===== config.mk =====
export PLATFORM = sky130hd
export DESIGN_NAME = occ_top
export DESIGN_NICKNAME = d
export VERILOG_FILES = /design/src/verilog/occ_pkg.sv /design/src/verilog/occ_sync.sv /design/src/verilog/occ_top.sv
export SDC_FILE = /design/constraint.sdc
export NUM_CORES = 1
export LEC_CHECK = 0
export ABC_AREA = 1
export BUFFER_PORTS_ARGS = -buffer_cell sky130_fd_sc_hd__clkbuf_2
export CELL_PAD_IN_SITES_DETAIL_PLACEMENT = 0
export CELL_PAD_IN_SITES_GLOBAL_PLACEMENT = 1
export CORE_ASPECT_RATIO = 0.75
export CORE_MARGIN = 8
export CORE_UTILIZATION = 29
export CTS_CLUSTER_DIAMETER = 50
export DETAILED_ROUTE_END_ITERATION = 7
export PLACE_DENSITY_LB_ADDON = 0.3
export SLEW_MARGIN = 20
export SYNTH_ARGS = -nofsm -noshare
export SYNTH_HDL_FRONTEND = slang
export SYNTH_HIERARCHICAL = 1
export SYNTH_SLANG_ARGS = --single-unit

===== constraint.sdc =====
create_clock -name clk_i -period 1.2 [get_ports clk_i]
set_input_delay 0.12 -clock clk_i [delete_from_list [all_inputs] [get_ports clk_i]]
set_output_delay 0.12 -clock clk_i [all_outputs]
set_load 0.03 [all_outputs]

===== src/verilog/occ_pkg.sv =====
// Contract
// - Bit 7 reads live comparator result
// - Bit 6 selects comparator offset cancellation
// - Bit 5 selects comparator calibration reference
// - Bits 4..0 comparator trim, reset 10000
// - Mode 11, amp flag only: amp calibration
// - Mode 11, comparator flag only: comparator calibration
// - Mode decode; disabled forces comparator low
// - Amp register bit 7 selects calibration
// - Amp trim bits 5..0, reset 100000
package occ_pkg;

    // ------------------------------------------------------------
    // Register byte offsets
    // ------------------------------------------------------------
    localparam logic [7:0] OCC_ADDR_CTRL = 8'h00; // Mode control
    localparam logic [7:0] OCC_ADDR_AMP  = 8'h04; // Amplifier cal
    localparam logic [7:0] OCC_ADDR_CMP  = 8'h08; // Comparator cal

    // ------------------------------------------------------------
    // Field positions
    // ------------------------------------------------------------
    localparam int OCC_CTRL_MODE_LSB = 0;  // Mode field low bit
    localparam int OCC_CMP_RES_BIT   = 7;  // Comparator result
    localparam int OCC_CMP_MODE_BIT  = 6;  // Comparator cal mode
    localparam int OCC_CMP_REF_BIT   = 5;  // Comparator ref select
    localparam int OCC_AMP_MODE_BIT  = 7;  // Amplifier cal mode
    localparam int OCC_AMP_REF_BIT   = 6;  // Amplifier ref select

    // ------------------------------------------------------------
    // Reset values
    // ------------------------------------------------------------
    localparam logic [4:0] OCC_CMP_TRIM_RST = 5'h10; // Mid scale
    localparam logic [5:0] OCC_AMP_TRIM_RST = 6'h20; // Mid scale
    localparam logic [1:0] OCC_MODE_RST     = 2'h0;  // Disabled

    // ------------------------------------------------------------
    // Synchroniser depth
    // ------------------------------------------------------------
    localparam int OCC_SYNC_STAGES = 2;

    // ------------------------------------------------------------
    // Protection modes
    // ------------------------------------------------------------
    typedef enum logic [1:0] {
        OCC_MODE_OFF = 2'h0,  // Disabled
        OCC_MODE_NON = 2'h1,  // Non-inverting
        OCC_MODE_INV = 2'h2,  // Inverting
        OCC_MODE_CAL = 2'h3   // Calibration
    } occ_mode_t;

    // ------------------------------------------------------------
    // Front end operating state
    // ------------------------------------------------------------
    typedef enum logic [1:0] {
        OCC_ST_NORMAL  = 2'h0, // Normal protection
        OCC_ST_AMPCAL  = 2'h1, // Amplifier offset calibration
        OCC_ST_CMPCAL  = 2'h3, // Comparator offset calibration
        OCC_ST_INVALID = 2'h2  // Cal mode, flags inconsistent
    } occ_state_t;

endpackage


===== src/verilog/occ_sync.sv =====
`timescale 1ns/10ps
// Two flip-flop level synchroniser
module occ_sync
(
    // Clock and reset
    input  wire logic clk_i,
    input  wire logic reset_i,
    // Data
    input  wire logic async_i,
    output logic      sync_o
);

    // Stage registers
    logic meta_q;
    logic meta_d;
    logic sync_q;
    logic sync_d;

    // Next values
    always_comb
    begin
        meta_d = async_i;
        sync_d = meta_q;
    end

    // Register stages
    always_ff @(posedge clk_i or posedge reset_i)
    begin
        if (reset_i)
        begin
            meta_q <= 1'b0;
            sync_q <= 1'b0;
        end
        else
        begin
            meta_q <= meta_d;
            sync_q <= sync_d;
        end
    end

    assign sync_o = sync_q;

endmodule


===== src/verilog/occ_top.sv =====
`timescale 1ns/10ps
// Over-current front end calibration control
module occ_top
(
    // Clock and reset
    input  wire logic        clk_i,
    input  wire logic        reset_i,
    // APB slave
    input  wire logic        psel,
    input  wire logic        penable,
    input  wire logic        pwrite,
    input  wire logic [7:0]  paddr,
    input  wire logic [31:0] pwdata,
    output logic      [31:0] prdata,
    output logic             pready,
    output logic             pslverr,
    // Analog front end
    input  wire logic        comparator_raw_i,
    output logic      [1:0]  protection_mode_sel_o,
    output logic             amp_cal_mode_o,
    output logic             amp_cal_ref_sel_o,
    output logic      [5:0]  amp_offset_trim_o,
    output logic             cmp_cal_mode_o,
    output logic             cmp_cal_ref_sel_o,
    output logic      [4:0]  cmp_offset_trim_o,
    output logic             amp_cal_active_o,
    output logic             cmp_cal_active_o,
    output logic             comparator_out_o
);

    // ------------------------------------------------------------
    // Declarations
    // ------------------------------------------------------------
    logic [1:0] mode_q;            // Protection mode
    logic [1:0] mode_d;
    logic       amp_mode_q;        // Amplifier cal flag
    logic       amp_mode_d;
    logic       amp_ref_q;         // Amplifier ref select
    logic       amp_ref_d;
    logic [5:0] amp_trim_q;        // Amplifier trim
    logic [5:0] amp_trim_d;
    logic       cmp_mode_q;        // Comparator cal flag
    logic       cmp_mode_d;
    logic       cmp_ref_q;         // Comparator ref select
    logic       cmp_ref_d;
    logic [4:0] cmp_trim_q;        // Comparator trim
    logic [4:0] cmp_trim_d;
    logic [31:0] rdata_q;          // Read data register
    logic [31:0] rdata_d;
    logic       err_q;             // Error response register
    logic       err_d;
    logic       cmp_sync;          // Synchronised comparator
    logic       cmp_live;          // Gated comparator result
    logic       setup;             // Setup phase of a transfer
    logic       hit;               // Mapped address
    logic       access;            // Access phase of a transfer
    logic       wr_en;             // Write commits this cycle
    logic       sel_ctrl;          // Control register addressed
    logic       sel_amp;           // Amplifier register addressed
    logic       sel_cmp;           // Comparator register addressed
    logic [7:0] rimage;            // Read image of addressed register
    occ_pkg::occ_state_t state_q;  // Operating state
    occ_pkg::occ_state_t state_d;

    // ------------------------------------------------------------
    // Helpers
    // ------------------------------------------------------------
    // Mapped address check
    function automatic logic occ_mapped(input logic [7:0] a);
        occ_mapped = (a == occ_pkg::OCC_ADDR_CTRL) ||
                     (a == occ_pkg::OCC_ADDR_AMP)  ||
                     (a == occ_pkg::OCC_ADDR_CMP);
    endfunction

    // ------------------------------------------------------------
    // Comparator synchronisation
    // ------------------------------------------------------------
    // Two stage sync
    occ_sync u_sync
    (
        .clk_i   (clk_i),
        .reset_i (reset_i),
        .async_i (comparator_raw_i),
        .sync_o  (cmp_sync)
    );

    assign cmp_live = (mode_q == occ_pkg::OCC_MODE_OFF) ? 1'b0 : cmp_sync;

    // ------------------------------------------------------------
    // APB decode
    // ------------------------------------------------------------
    // Read data and error are captured in the setup phase; writes
    // commit at the edge that completes the access phase, so a
    // register never changes before the master sees the transfer end
    assign setup  = psel && !penable;
    assign access = psel && penable;
    assign wr_en  = access && pwrite && pready;
    assign hit    = occ_mapped(paddr);

    // Address decode, one strobe per register
    always_comb
    begin
        sel_ctrl = 1'b0;
        sel_amp  = 1'b0;
        sel_cmp  = 1'b0;
        if (paddr == occ_pkg::OCC_ADDR_CTRL)
            sel_ctrl = 1'b1;   // Mode control
        else if (paddr == occ_pkg::OCC_ADDR_AMP)
            sel_amp = 1'b1;    // Amplifier calibration
        else if (paddr == occ_pkg::OCC_ADDR_CMP)
            sel_cmp = 1'b1;    // Comparator calibration
    end

    // Read image of the addressed register, upper bits zero
    always_comb
    begin
        rimage = 8'h00;
        if (sel_ctrl)
            rimage[occ_pkg::OCC_CTRL_MODE_LSB +: 2] = mode_q;
        else if (sel_amp)
            rimage = {amp_mode_q, amp_ref_q, amp_trim_q};
        else if (sel_cmp)
            rimage = {cmp_live, cmp_mode_q, cmp_ref_q, cmp_trim_q};
    end

    // Bus response next values, captured in the setup phase
    always_comb
    begin
        rdata_d = rdata_q;
        err_d   = err_q;
        if (setup)
        begin
            // Unmapped address reads zero and flags an error
            rdata_d = {24'h00_0000, rimage};
            err_d   = !hit;
        end
    end

    // Register next values, committed in the access phase
    always_comb
    begin
        mode_d     = mode_q;
        amp_mode_d = amp_mode_q;
        amp_ref_d  = amp_ref_q;
        amp_trim_d = amp_trim_q;
        cmp_mode_d = cmp_mode_q;
        cmp_ref_d  = cmp_ref_q;
        cmp_trim_d = cmp_trim_q;
        if (wr_en && sel_ctrl)
        begin
            // Mode field
            mode_d = pwdata[occ_pkg::OCC_CTRL_MODE_LSB +: 2];
        end
        else if (wr_en && sel_amp)
        begin
            amp_mode_d = pwdata[occ_pkg::OCC_AMP_MODE_BIT];
            amp_ref_d  = pwdata[occ_pkg::OCC_AMP_REF_BIT];
            amp_trim_d = pwdata[5:0];
        end
        else if (wr_en && sel_cmp)
        begin
            cmp_mode_d = pwdata[occ_pkg::OCC_CMP_MODE_BIT];
            cmp_ref_d  = pwdata[occ_pkg::OCC_CMP_REF_BIT];
            cmp_trim_d = pwdata[4:0];
            // Result bit is not stored: writes to it are lost
        end
    end

    // ------------------------------------------------------------
    // Operating state decode
    // ------------------------------------------------------------
    always_comb
    begin
        state_d = occ_pkg::OCC_ST_NORMAL;
        if (mode_d == occ_pkg::OCC_MODE_CAL)
        begin
            if (amp_mode_d && !cmp_mode_d)
                state_d = occ_pkg::OCC_ST_AMPCAL;
            else if (cmp_mode_d && !amp_mode_d)
                state_d = occ_pkg::OCC_ST_CMPCAL;
            else
                state_d = occ_pkg::OCC_ST_INVALID;
        end
    end

    // ------------------------------------------------------------
    // Registers
    // ------------------------------------------------------------
    always_ff @(posedge clk_i or posedge reset_i)
    begin
        if (reset_i)
        begin
            mode_q     <= occ_pkg::OCC_MODE_RST;
            amp_mode_q <= 1'b0;
            amp_ref_q  <= 1'b0;
            amp_trim_q <= occ_pkg::OCC_AMP_TRIM_RST;
            cmp_mode_q <= 1'b0;
            cmp_ref_q  <= 1'b0;
            cmp_trim_q <= occ_pkg::OCC_CMP_TRIM_RST;
            rdata_q    <= 32'h0000_0000;
            err_q      <= 1'b0;
            state_q    <= occ_pkg::OCC_ST_NORMAL;
        end
        else
        begin
            mode_q     <= mode_d;
            amp_mode_q <= amp_mode_d;
            amp_ref_q  <= amp_ref_d;
            amp_trim_q <= amp_trim_d;
            cmp_mode_q <= cmp_mode_d;
            cmp_ref_q  <= cmp_ref_d;
            cmp_trim_q <= cmp_trim_d;
            rdata_q    <= rdata_d;
            err_q      <= err_d;
            state_q    <= state_d;
        end
    end

    // ------------------------------------------------------------
    // Outputs
    // ------------------------------------------------------------
    // Access phase always completes in one cycle
    assign pready  = 1'b1;
    assign prdata  = rdata_q;
    assign pslverr = psel && penable && err_q;

    assign protection_mode_sel_o = mode_q;
    assign amp_cal_mode_o        = amp_mode_q;
    assign amp_cal_ref_sel_o     = amp_ref_q;
    assign amp_offset_trim_o     = amp_trim_q;
    assign cmp_cal_mode_o        = cmp_mode_q;
    assign cmp_cal_ref_sel_o     = cmp_ref_q;
    assign cmp_offset_trim_o     = cmp_trim_q;
    assign amp_cal_active_o      = (state_q == occ_pkg::OCC_ST_AMPCAL);
    assign cmp_cal_active_o      = (state_q == occ_pkg::OCC_ST_CMPCAL);
    assign comparator_out_o      = cmp_live;

endmodule


# --- Word-level counts from Yosys, hierarchy flattened ---
# Cells that the tools add are included.
op_classes:
  bitwise: 2
  n_eq_ne: 5
  n_reduce_logical: 19
  n_mux: 20
op_table:
  columns: ["cell", "n"]
  rows:
  - ["two-way mux 8 bit", 2]
  - ["two-way mux 1 bit", 13]
  - ["logical AND 1 bit", 9]
  - ["== test 8 x 3 -> 1 bit, second input constant", 1]
  - ["== test 8 x 4 -> 1 bit, second input constant", 1]
  - ["logical NOT 8 bit", 1]
  - ["two-way mux 2 bit", 4]
  - ["two-way mux 6 bit", 1]
  - ["== test 2 bit, second input constant", 2]
  - ["logical NOT 1 bit", 4]
  - ["AND reduction 3 bit", 1]
  - ["== test 2 x 1 -> 1 bit, second input constant", 1]
  - ["logical NOT 2 bit", 1]
  - ["logical OR 1 bit", 2]
  - ["inverter 1 bit", 2]
  - ["AND reduction 2 bit", 1]
totals:
  in_bits: 46
  word_cells: 58
  output_inout_bits: 54
  regBits: 30

# --- Logic depth before layout (Yosys ltp) ---
# Gate-level depths: netlist of run 1.
logic_depth:
  depth_word: 12
  mapped_depth: 11
  mapped_depth_nobuf: 10

# --- Cells and area by module ---
# The synthesis of run 1 kept the hierarchy.
modules_own_cells:
  columns: ["mod", "cells_each", "area_per_inst_um2", "n_inst"]
  rows:
  - ["occ_top", 198, 1601.5, 1]
  - ["occ_sync", 3, 53.8, 1]

# --- Worst setup path before layout of run 1 ---
# OpenSTA, ideal clock, no wires.
synth_path:
  path_kind: "input to register"
  start: "input port paddr[1]"
  end: "register state_q[0]"
  stages: 11
  setup_time_ns: 0.071
  n_path_buf: 1
  setup_slack_ns: -0.111
  arrival_ns: 1.240
  path_cell_list: "nor2_2 inv_2 nor2_4 nand2_4 inv_6 nand2_4 buf_6 nand2_1 nand2_1 ha_1 nor2_1"
synth_lines:
  columns: ["item", "line", "text"]
  rows:
  - ["start, declared", "occ_top.sv:12", "input wire logic [7:0] paddr,"]
  - ["== test 8 x 3 -> 1 bit", "occ_top.sv:108", "else if (paddr == occ_pkg::OCC_ADDR_AMP)"]
  - ["two-way mux 1 bit", "occ_top.sv:108", null]
  - ["two-way mux 1 bit", "occ_top.sv:106", "if (paddr == occ_pkg::OCC_ADDR_CTRL)"]
  - ["logical AND 1 bit", "occ_top.sv:154", "else if (wr_en && sel_amp)"]
  - ["two-way mux 1 bit", "occ_top.sv:154", null]
  - ["two-way mux 1 bit (*)", "occ_top.sv:149", "if (wr_en && sel_ctrl)"]
  - ["net amp_mode_d", "occ_top.sv:37", "logic amp_mode_d;"]
  - ["logical NOT 1 bit", "occ_top.sv:179", "else if (cmp_mode_d && !amp_mode_d)"]
  - ["logical AND 1 bit", "occ_top.sv:179", null]
  - ["two-way mux 1 bit", "occ_top.sv:179", null]
  - ["two-way mux 2 bit (*)", "occ_top.sv:177", "if (amp_mode_d && !cmp_mode_d)"]
  - ["two-way mux 2 bit (*)", "occ_top.sv:175", "if (mode_d == occ_pkg::OCC_MODE_CAL)"]
  - ["net state_d[0]", "occ_top.sv:63", "occ_pkg::occ_state_t state_d;"]
  - ["end signal, assigned", "occ_top.sv:202", "state_q <= occ_pkg::OCC_ST_NORMAL;"]
  - ["end signal, assigned", "occ_top.sv:215", "state_q <= state_d;"]
  - ["end, declared", "occ_top.sv:62", "occ_pkg::occ_state_t state_q;"]
# Mark *: on every way through the listed nets, which the timed path passes. The rest lies on a longest branch.
# A chain may end at the register's enable or synchronous reset.

# --- Worst setup path after layout of run 1 ---
layout_path:
  start: "register mode_q[0] (netlist: protection_mode_sel_o[0])"
  end: "output port comparator_out_o"
layout_via:
  elab_chain_len: 2
layout_rtl:
  columns: ["item", "line", "text"]
  rows:
  - ["start, declared", "occ_top.sv:34", "logic [1:0] mode_q;"]
  - ["start signal, assigned", "occ_top.sv:193", "mode_q <= occ_pkg::OCC_MODE_RST;"]
  - ["start signal, assigned", "occ_top.sv:206", "mode_q <= mode_d;"]
  - ["logical NOT 2 bit", "occ_top.sv:87", "assign cmp_live = (mode_q == occ_pkg::OCC_MODE_OFF) ? 1'b0 : cmp_sync;"]
  - ["two-way mux 1 bit", "occ_top.sv:87", null]
  - ["end, declared", "occ_top.sv:28", "output logic comparator_out_o"]
# No other way between the ends.

==> results of run 1 <==
==> worst max-delay path, stage by stage, from the launching register on <==
cell     delay [ns]
dfrtp_1        0.38
o21a_1         0.21
buf_4          0.17
==> final timing paths <==
check / slack [ns] / end / cells after the start / startpoint
min reg2reg: 0.35 / u_sync/sync_o$_DFF_PP0_ / 0 / u_sync/meta_q$_DFF_PP0_
max in group asynchronous: 0.44 / amp_offset_trim_o[5]$_DFFE_PP1P_ / 4 / reset_i
min in group asynchronous: 0.22 / u_sync/sync_o$_DFF_PP0_ / 3 / reset_i
max reg2reg: 0.10 / state_q[0]$_DFF_PP0_ / 5 / cmp_cal_mode_o$_DFF_PP0_
max: 0.04 / comparator_out_o / 2 / protection_mode_sel_o[0]$_DFF_PP0_
min: 0.08 / cmp_offset_trim_o[4]$_DFFE_PP1P_ / 3 / pwdata[4]
==> cell usage after synthesis <==
cell type  number  area share
buf_2           1      0.0030
buf_4          25        0.11
buf_6           2       0.014
clkinv_2        1      0.0030
conb_1          2      0.0045
dfrtp_1        28        0.42
dfstp_2         2       0.032
ha_1            1      0.0076
inv_1          20       0.045
inv_2           2      0.0045
inv_6           1      0.0053
nand2_1        70        0.16
nand2_2         4       0.015
nand2_4         2       0.014
nand3_1        11       0.033
nand4_1         1      0.0038
nor2_1          8       0.018
nor2_2          2      0.0076
nor2_4          3       0.020
o21a_1          1      0.0045
o21ai_0         2      0.0060
o21ai_2        12       0.063
==> through the flow <==
stage / area [um^2] / setup slack (ns) / hold WS (ns) / instances / total power [W]
floorplan: 1750 / -0.0777 / -0.139 / 224 / 0.00132
global placement: 2010 / -0.0920 / -0.0306 / 338 / 0.00135
detailed placement: 2010 / -0.182 / -0.0282 / 338 / 0.00135
CTS: 2120 / 0.00284 / 0.0800 / 348 / 0.00219
global route: 2130 / -0.00376 / 0.104 / 349 / 0.00228
finish: 2130 / 0.0447 / 0.0815 / 349 / 0.00217
==> layer usage <==
layer | track usage | vias up | routed length (um)
li1 | - | 706 | -
met1 | 0.143 | 586 | 2030
met3 | 0.0456 | 2 | 384
met2 | 0.143 | 45 | 1640
met5 | 0 | - | 0
met4 | 0.0173 | 0 | 10
==> final cells by class <==
class                           instances  area [um^2]
Multi-Input combinational cell        142          688
Inverter                               24         96.3
Fill cell                             610         3310
Timing Repair Buffer                   70          408
Clock inverter                          1         5.00
Tap cell                               75         93.8
Clock buffer                            7         86.3
Sequential cell                        30          753
==> placed cells by master (no fill, tap or decap) <==
cell / netlist / layout
nand3_1: 11 / 11
dfrtp_1: 28 / 28
o21ai_2: 12 / 13
nand2_2: 4 / 5
nor2_2: 2 / 1
inv_2: 2 / 2
inv_1: 20 / 20
nand2_4: 2 / 2
nor2_4: 3 / 4
o21a_1: 1 / 1
nand4_1: 1 / 1
inv_6: 1 / 1
nor2_1: 8 / 8
clkinv_2: 1 / 2
conb_1: 2 / 25
clkbuf_2: 0 / 49
dlygate4sd3_1: 0 / 2
o21ai_0: 2 / 1
dfstp_2: 2 / 2
nand2_1: 70 / 69
clkbuf_1: 0 / 1
ha_1: 1 / 1
buf_4: 25 / 19
clkbuf_8: 0 / 6
==> repair_timing <==
action | CTS | global route
hold buffers | 2 | 0
setup endpoints to repair | 1 | 2
endpoints found under the hold margin | 29 | 0
gates resized for setup | 1 | 4
gates cloned | 0 | 0
pin swaps | 0 | 1
setup buffers | 0 | 1
==> cells by family after synthesis <==
group | after synthesis
DFF | 30
other | 2
and+or+nand+nor | 101
adders and majority gates | 1
buffers and inverters | 52
AOI/OAI and AO/OA | 15
==> registers in the layout, summed over array words and instances, names as in the netlist, 2 cells and up <==
register	cells
amp_offset_trim_o	6
state_q	2
protection_mode_sel_o	2
cmp_offset_trim_o	5
prdata	8
==> where the power goes <==
group	switching (W)	total [W]	internal [W]
logic	0.000224	0.000300	0.0000760
registers	0.00000945	0.00104	0.00103
clock network	0.000370	0.000832	0.000462
total	0.000603	0.00217	0.00157
==> qor.txt, run 1 <==
Hold Path Class = input port to register
H-tree depth = 2
Setup-failing EPs final = 0
CTS tree = done
synth warn = 6
global-route wire length before repair = 6.69 mm
Startpoint Class = register
GR Util All Layers = 0.102
clock-pin slew on the worst setup and hold paths = 0.07 ns
Worst VDD drop = 480 uV
initial detailed-routing violation count = 48
die width = 103 um
Compound-Gate Fraction of Synth Area = 0.0741
Crit. End Element = primary output
Final Hold Fails = 0
max-cap violations = 0
Via density = 3.84
largest family of logic cells by synthesized area = simple AND/OR/NAND/NOR gates
status = finished clean
Synth Area in Adders = 0.00756
arrival time worst endpoint = 1.04 ns
Final Util = 0.392
Crit path required time = 1.08 ns
vias in the first global route = 1386
largest net degree at the start of global routing = 29
setup tns final = 0 ns
cts bufs inserted = 5
synthesized area = 1660 um^2
Initial Utilization = 0.304
initial antenna violation count = 0
wirelength, routed = 4.06 mm
critical-path maximum fanout = 2
Cells after Synth = 201
core box area = 5440 um^2
Max Clock Skew = 0.00631 ns
Tcrit/Tclk final = 0.963
Max Transition Viols Final = 0
Routed Antenna Nets = 0
Die Ht = 81.4 um
port bufs = 50
DIE AREA = 8410 um^2
Detail Placement HPWL = 3.36 mm
worst skew pair latency = 0.27 ns
FF+latch count, synth = 30
DRC Markers = 0
Lkg Pwr = 1.28 nW
antenna cells = 0
pwr/cell area = 1020 nW/um^2
achievable clock frequency = 866 MHz
Setup CP Type = register to primary output
router iterations before antenna repair = 4
Tmin final = 1.16 ns
Yosys cell types = 22
CTS Root Cell = clkbuf_8
GP Congestion = 0.721
total congestion overflow = 0
Avg Synthesized Cell Area = 8.24 um^2
Ports = 100
Vias = 1339
post-synthesis mux area share = 0
# rows = 23
fin nets = 320
post-synthesis sequential area ratio = 0.455
clk buf depth = 2
drt wl/cell = 11.6 um
CTS Sinks = 30
Layout area overhead = 28.7%
xor-xnor portion of the synthesized cell area = 0
share of cells above drive strength 1 = 0.387
Synth Area in Simple Gates = 0.271
(Power assumes the default switching activity.)
==> inputs of run 2 (changes only) <==
--- a/config.mk
+++ b/config.mk
@@ -7,11 +7,9 @@
 export LEC_CHECK = 0
 export ABC_AREA = 1
 export BUFFER_PORTS_ARGS = -buffer_cell sky130_fd_sc_hd__clkbuf_2
-export CELL_PAD_IN_SITES_DETAIL_PLACEMENT = 0
-export CELL_PAD_IN_SITES_GLOBAL_PLACEMENT = 1
 export CORE_ASPECT_RATIO = 0.75
 export CORE_MARGIN = 8
-export CORE_UTILIZATION = 29
+export CORE_UTILIZATION = 43
 export CTS_CLUSTER_DIAMETER = 50
 export DETAILED_ROUTE_END_ITERATION = 7
 export PLACE_DENSITY_LB_ADDON = 0.3
==> qor.txt, run 2 (synthesis results as in run 1) <==
drt wl/cell = 11.5 um (-0.84%)
Startpoint Class = register
clock-pin slew on the worst setup and hold paths = 0.06 ns (about the same)
Worst path slowest cell = dfstp_2
CP cell instances = clkbuf_2
DIE AREA = 6110 um^2 (-27%)
initial detailed-routing violation count = 45 (-6.3%)
most common cell after layout, fill and taps aside = nand2_1
Ports = 100 (unchanged)
share of cells above drive strength 1 = 0.381 (-0.00591)
Final Non-Filler Cells = 325 (-6.9%)
crit path launch = amp_offset_trim_o[5]$_DFFE_PP1P_
DRC Markers = 0 (unchanged)
GP Congestion = 0.753 (+4.4%)
Setup CP Type = register to primary output
RSZ-0062 raised after global routing = no
CTS Root Cell = clkbuf_8
Worst VDD drop = 779 uV (+62%)
Layout area overhead = 26.5%
Final Hold Fails = 0 (unchanged)
core box area = 3680 um^2 (-32%)
fin nets = 319 (-0.31%)
Setup-failing EPs final = 0 (unchanged)
worst skew pair latency = 0.28 ns (about the same)
global-route wire length before repair = 5.91 mm (-12%)
arrival time worst endpoint = 1.03 ns (about the same)
Via density = 4.06 (+5.9%)
H-tree depth = 2 (unchanged)
WHS = 0.0708 ns (-0.0107 ns)
max-cap violations = 0 (unchanged)
Initial Utilization = 0.449 (+0.145)
die width = 87.6 um (-15%)
critical-path maximum fanout = 3 (+1)
Fillers = 360 (-41%)
Tmin final = 1.15 ns (-0.00952 ns)
commonest non-fill, non-tap cells in the layout = 69 x nand2_1, 49 x clkbuf_2, 28 x dfrtp_1, 25 x conb_1, 20 x inv_1
achievable clock frequency = 873 MHz (+0.83%)
Critical R2R Capture = state_q[0]$_DFF_PP0_
Lkg Pwr = 1.28 nW (-0.39%)
CTS tree = done
Detail Placement HPWL = 3.06 mm (-8.8%)
Hold Path Class = input port to register
# rows = 19 (-17%)
Routed Antenna Nets = 0 (unchanged)
Hold Startpoint = pwdata[4]
Crit path required time = 1.08 ns (about the same)
total congestion overflow = 0 (unchanged)
cts bufs inserted = 5 (unchanged)
Reg2Reg Depth = 5 (unchanged)
router iterations before antenna repair = 4 (unchanged)
status = finished clean
wirelength, routed = 3.75 mm (-7.7%)
Max Transition Viols Final = 0 (unchanged)
max FFs per register = 8 (unchanged)
Reg2Reg Launch Point = cmp_cal_mode_o$_DFF_PP0_
CTS Sinks = 30 (unchanged)
Critical Path Sink = amp_offset_trim_o[5]
Crit path depth = 1 (-1)
clk buf depth = 2 (unchanged)
Crit. End Element = primary output
pwr/cell area = 1030 nW/um^2 (+0.99%)
vias in the first global route = 1264 (-8.8%)
Vias = 1320 (-1.4%)
Die Ht = 69.7 um (-14%)
placed insts = 313 (-7.4%)
largest net degree at the start of global routing = 29 (unchanged)
r2r setup slk = 0.13 ns (+0.03 ns)
CP Buf/Inv Count = 1 (unchanged)
port bufs = 50 (unchanged)
CP top delay family = flip-flops
delay of the slowest cell on the worst path = 0.54 ns (+0.16 ns)
Tcrit/Tclk final = 0.955 (-0.00793)
GR Util All Layers = 0.124 (+0.0215)
Max Clock Skew = 0.00443 ns (-0.00187 ns)
initial antenna violation count = 0 (unchanged)
antenna cells = 0 (unchanged)
==> run 2: what timing repair did <==
item                       in CTS  in global routing
cloned                          0                  0
pin swaps                       0                  1
buffers inserted                2                  0
hold endpoints to repair       29                  0
hold buffers                    2                  0
setup endpoints to repair       1                  3
gates resized for setup         1                  3
==> run 2: metal layers <==
layer	vias up	routed length, um	GRT usage
li1	704	-	-
met1	571	1700	0.154
met2	40	1670	0.186
met3	5	339	0.0533
met4	0	45	0.0399
met5	-	0	0
==> run 2: layout make-up <==
class,instances,area [um^2],share of cell area
Sequential cell,30,753,0.360
Tap cell,52,65.1,0.0311
Clock inverter,1,5.00,0.00239
Clock buffer,7,86.3,0.0412
Inverter,24,96.3,0.0460
Timing Repair Buffer,69,404,0.193
Multi-Input combinational cell,142,684,0.327
==> run 2: how the worst min path moves through the flow <==
stage / end / cells after the start
after CTS: cmp_offset_trim_o[4]$_DFFE_PP1P_ / 3
after global routing: cmp_offset_trim_o[4]$_DFFE_PP1P_ / 3
after floorplan: u_sync/meta_q$_DFF_PP0_ / 1
after detailed placement: u_sync/meta_q$_DFF_PP0_ / 2
after global placement: u_sync/meta_q$_DFF_PP0_ / 2
final: cmp_offset_trim_o[4]$_DFFE_PP1P_ / 3
==> run 2: through the flow <==
step                      power, W  setup TNS, ns  setup slack, ns   util  cell area, um^2
after floorplan            0.00132        -0.0777          -0.0777      -             1750
after global placement     0.00134         -0.162          -0.0807  0.532             1960
after detailed placement   0.00134         -0.232           -0.118  0.532             1960
after CTS                  0.00217              0           0.0187  0.567             2090
after global routing       0.00225              0           0.0140  0.568             2090
final                      0.00215              0           0.0542  0.568             2090
==> run 2: report_power, final <==
part / leakage (nW) / total, W / switching, W / internal [W]
logic: 0.831 / 0.000295 / 0.000222 / 0.0000734
registers: 0.399 / 0.00104 / 0.00000919 / 0.00103
clock network: 0.0482 / 0.000821 / 0.000359 / 0.000461
==> inputs of run 3 (changes only) <==
--- a/config.mk
+++ b/config.mk
@@ -7,9 +7,10 @@
 export LEC_CHECK = 0
 export ABC_AREA = 1
 export BUFFER_PORTS_ARGS = -buffer_cell sky130_fd_sc_hd__clkbuf_2
+export CAP_MARGIN = 20
 export CORE_ASPECT_RATIO = 0.75
 export CORE_MARGIN = 8
-export CORE_UTILIZATION = 43
+export CORE_UTILIZATION = 46
 export CTS_CLUSTER_DIAMETER = 50
 export DETAILED_ROUTE_END_ITERATION = 7
 export PLACE_DENSITY_LB_ADDON = 0.3
==> constraint.sdc (replaced) <==
create_clock -name clk_i -period 1.35 [get_ports clk_i]
set_input_delay 0.135 -clock clk_i [delete_from_list [all_inputs] [get_ports clk_i]]
set_output_delay 0.135 -clock clk_i [all_outputs]
set_load 0.03 [all_outputs]
==> qor.txt, run 3 (synthesis results as in run 1) <==
Setup-failing EPs final = 0 (unchanged)
DRC Markers = 0 (unchanged)
placed insts = 300 (-4.2%)
Tmin final = 1.23 ns
CTS Root Cell = clkbuf_8
GP Congestion = 0.718 (-4.7%)
total congestion overflow = 0 (unchanged)
largest net degree at the start of global routing = 29 (unchanged)
CP Buf/Inv Count = 1 (unchanged)
CP top delay family = flip-flops
antenna cells = 0 (unchanged)
Clock power frac = 0.375 (-0.006)
H-tree depth = 2 (unchanged)
die width = 85.3 um (-2.7%)
CTS Sinks = 30 (unchanged)
router iterations before antenna repair = 4 (unchanged)
most common cell after layout, fill and taps aside = nand2_1
clk buf depth = 2 (unchanged)
r2r setup slk = 0.17 ns (+0.04 ns)
delay of the slowest cell on the worst path = 0.42 ns (-0.12 ns)
CTS tree = done
Die Ht = 68.0 um (-2.6%)
Critical R2R Capture = state_q[0]$_DFF_PP0_
# rows = 19 (unchanged)
wirelength, routed = 3.65 mm (-2.7%)
Sequential Power Share = 0.491 (+0.009)
Critical Path Sink = comparator_out_o
Reg2Reg Launch Point = cmp_cal_mode_o$_DFF_PP0_
core box area = 3540 um^2 (-3.9%)
pwr/cell area = 929 nW/um^2 (-9.6%)
global-route wire length before repair = 5.91 mm (+0.12%)
crit path launch = protection_mode_sel_o[1]$_DFF_PP0_
Ports = 100 (unchanged)
Reg2Reg Depth = 5 (unchanged)
max-cap violations = 0 (unchanged)
initial detailed-routing violation count = 25 (-44%)
Startpoint Class = register
GR Util All Layers = 0.129 (+0.00468)
arrival time worst endpoint = 1.10 ns (+0.07 ns)
initial antenna violation count = 0 (unchanged)
Setup CP Type = register to primary output
Crit path required time = 1.22 ns (+0.14 ns)
Max Clock Skew = 0.00249 ns (-0.00195 ns)
CP cell instances = o21a_1 -> clkbuf_2
Vias = 1331 (+0.83%)
Routed Antenna Nets = 0 (unchanged)
worst skew pair latency = 0.27 ns (about the same)
Initial Utilization = 0.467 (+0.0181)
Final WS setup = 0.117 ns (+0.0631 ns)
port bufs = 50 (unchanged)
clock-pin slew on the worst setup and hold paths = 0.06 ns (about the same)
Post-DP Area = 1920 um^2 (-2.2%)
max FFs per register = 8 (unchanged)
Worst path slowest cell = dfrtp_1
P_sw = 0.000505 W (-14%)
Crit path depth = 2 (+1)
DIE AREA = 5790 um^2 (-5.2%)
Via density = 4.31 (+6.1%)
Final Hold Fails = 0 (unchanged)
Int Pwr = 0.00138 W (-12%)
Worst VDD drop = 752 uV (-3.5%)
Detail Placement HPWL = 2.95 mm (-3.7%)
Final Non-Filler Cells = 309 (-4.9%)
share of cells above drive strength 1 = 0.363 (-0.0177)
Max Transition Viols Final = 0 (unchanged)
Layout area overhead = 22.4%
setup tns final = 0 ns (unchanged)
achievable clock frequency = 811 MHz
vias in the first global route = 1315 (+4.0%)
cts bufs inserted = 5 (unchanged)
status = finished clean
Tcrit/Tclk final = 0.913
Switching Share = 0.268 (-0.00564)
Hold Path Class = input port to register
post-route cell area = 2030 um^2 (-3.3%)
critical-path maximum fanout = 4 (+1)
Lkg Pwr = 1.25 nW (-2.4%)
dpl ws = -0.0769 ns (+0.0411 ns)
Crit. End Element = primary output
commonest non-fill, non-tap cells in the layout = 70 x nand2_1, 50 x clkbuf_2, 28 x dfrtp_1, 25 x conb_1, 20 x inv_1
RSZ-0062 raised after global routing = no
fin nets = 314 (-1.6%)
drt wl/cell = 11.8 um (+2.4%)
Logic pwr share = 0.135 (-0.002)
[run 3: worst reg2reg max path, cell delays in order, from the launching register on]
cell and delay, ns:
dfrtp_1 0.36, inv_1 0.04, o21ai_0 0.24, inv_1 0.09, ha_1 0.28, nor2_1 0.10
[run 3: worst min-delay path by stage]
stage                   start                                to  slack [ns]  cells after the start
CTS                 pwdata[5]  amp_offset_trim_o[5]$_DFFE_PP1P_        0.09                      3
finish              pwdata[4]  cmp_offset_trim_o[4]$_DFFE_PP1P_        0.09                      3
floorplan             reset_i           u_sync/meta_q$_DFF_PP0_       -0.12                      1
global placement      reset_i           u_sync/meta_q$_DFF_PP0_       -0.02                      2
global route        pwdata[5]  amp_offset_trim_o[5]$_DFFE_PP1P_        0.10                      3
detailed placement    reset_i           u_sync/meta_q$_DFF_PP0_       -0.01                      2
[run 3: what timing repair did]
item                      CTS  global route
hold endpoints to repair   29             0
gates resized for setup     0             0
hold buffers                2             0
buffers inserted            0             0
[run 3: layer usage]
layer	vias up	wire, um	GRT usage	share of wire
met5	-	0	0	0
met4	0	8	0.0326	0.0022
met3	2	362	0.0612	0.099
met2	44	1600	0.214	0.44
met1	589	1680	0.149	0.46
li1	696	-	-	-
[run 3: final cells by class]
class / count / area, um^2
flip-flops and latches: 30 / 753
repair buffers: 64 / 360
well taps: 42 / 52.6
inverters: 24 / 96.3
clock buffers: 7 / 86.3
fillers: 339 / 1520
multi-input cells: 142 / 677
[run 3: stage by stage]
| step | util | hold WS [ns] | power (W) |
|---|---|---|---|
| 4_1_cts | 0.572 | 0.0940 | 0.00190 |
| 3_5_place_dp | 0.542 | -0.0132 | 0.00119 |
| 5_1_grt | 0.572 | 0.105 | 0.00197 |
| 3_3_place_gp | 0.542 | -0.0185 | 0.00118 |
| 6_report | 0.572 | 0.0945 | 0.00188 |
| 2_1_floorplan | - | -0.124 | 0.00117 |
[run 3: power by group through the flow]
stage          clock (W)  sequential, W  combinational, W
2_1_floorplan          0       0.000955          0.000218
3_3_place_gp           0       0.000939          0.000246
3_5_place_dp           0       0.000940          0.000248
4_1_cts         0.000721       0.000924          0.000253
5_1_grt         0.000764       0.000925          0.000277
6_report        0.000706       0.000924          0.000253
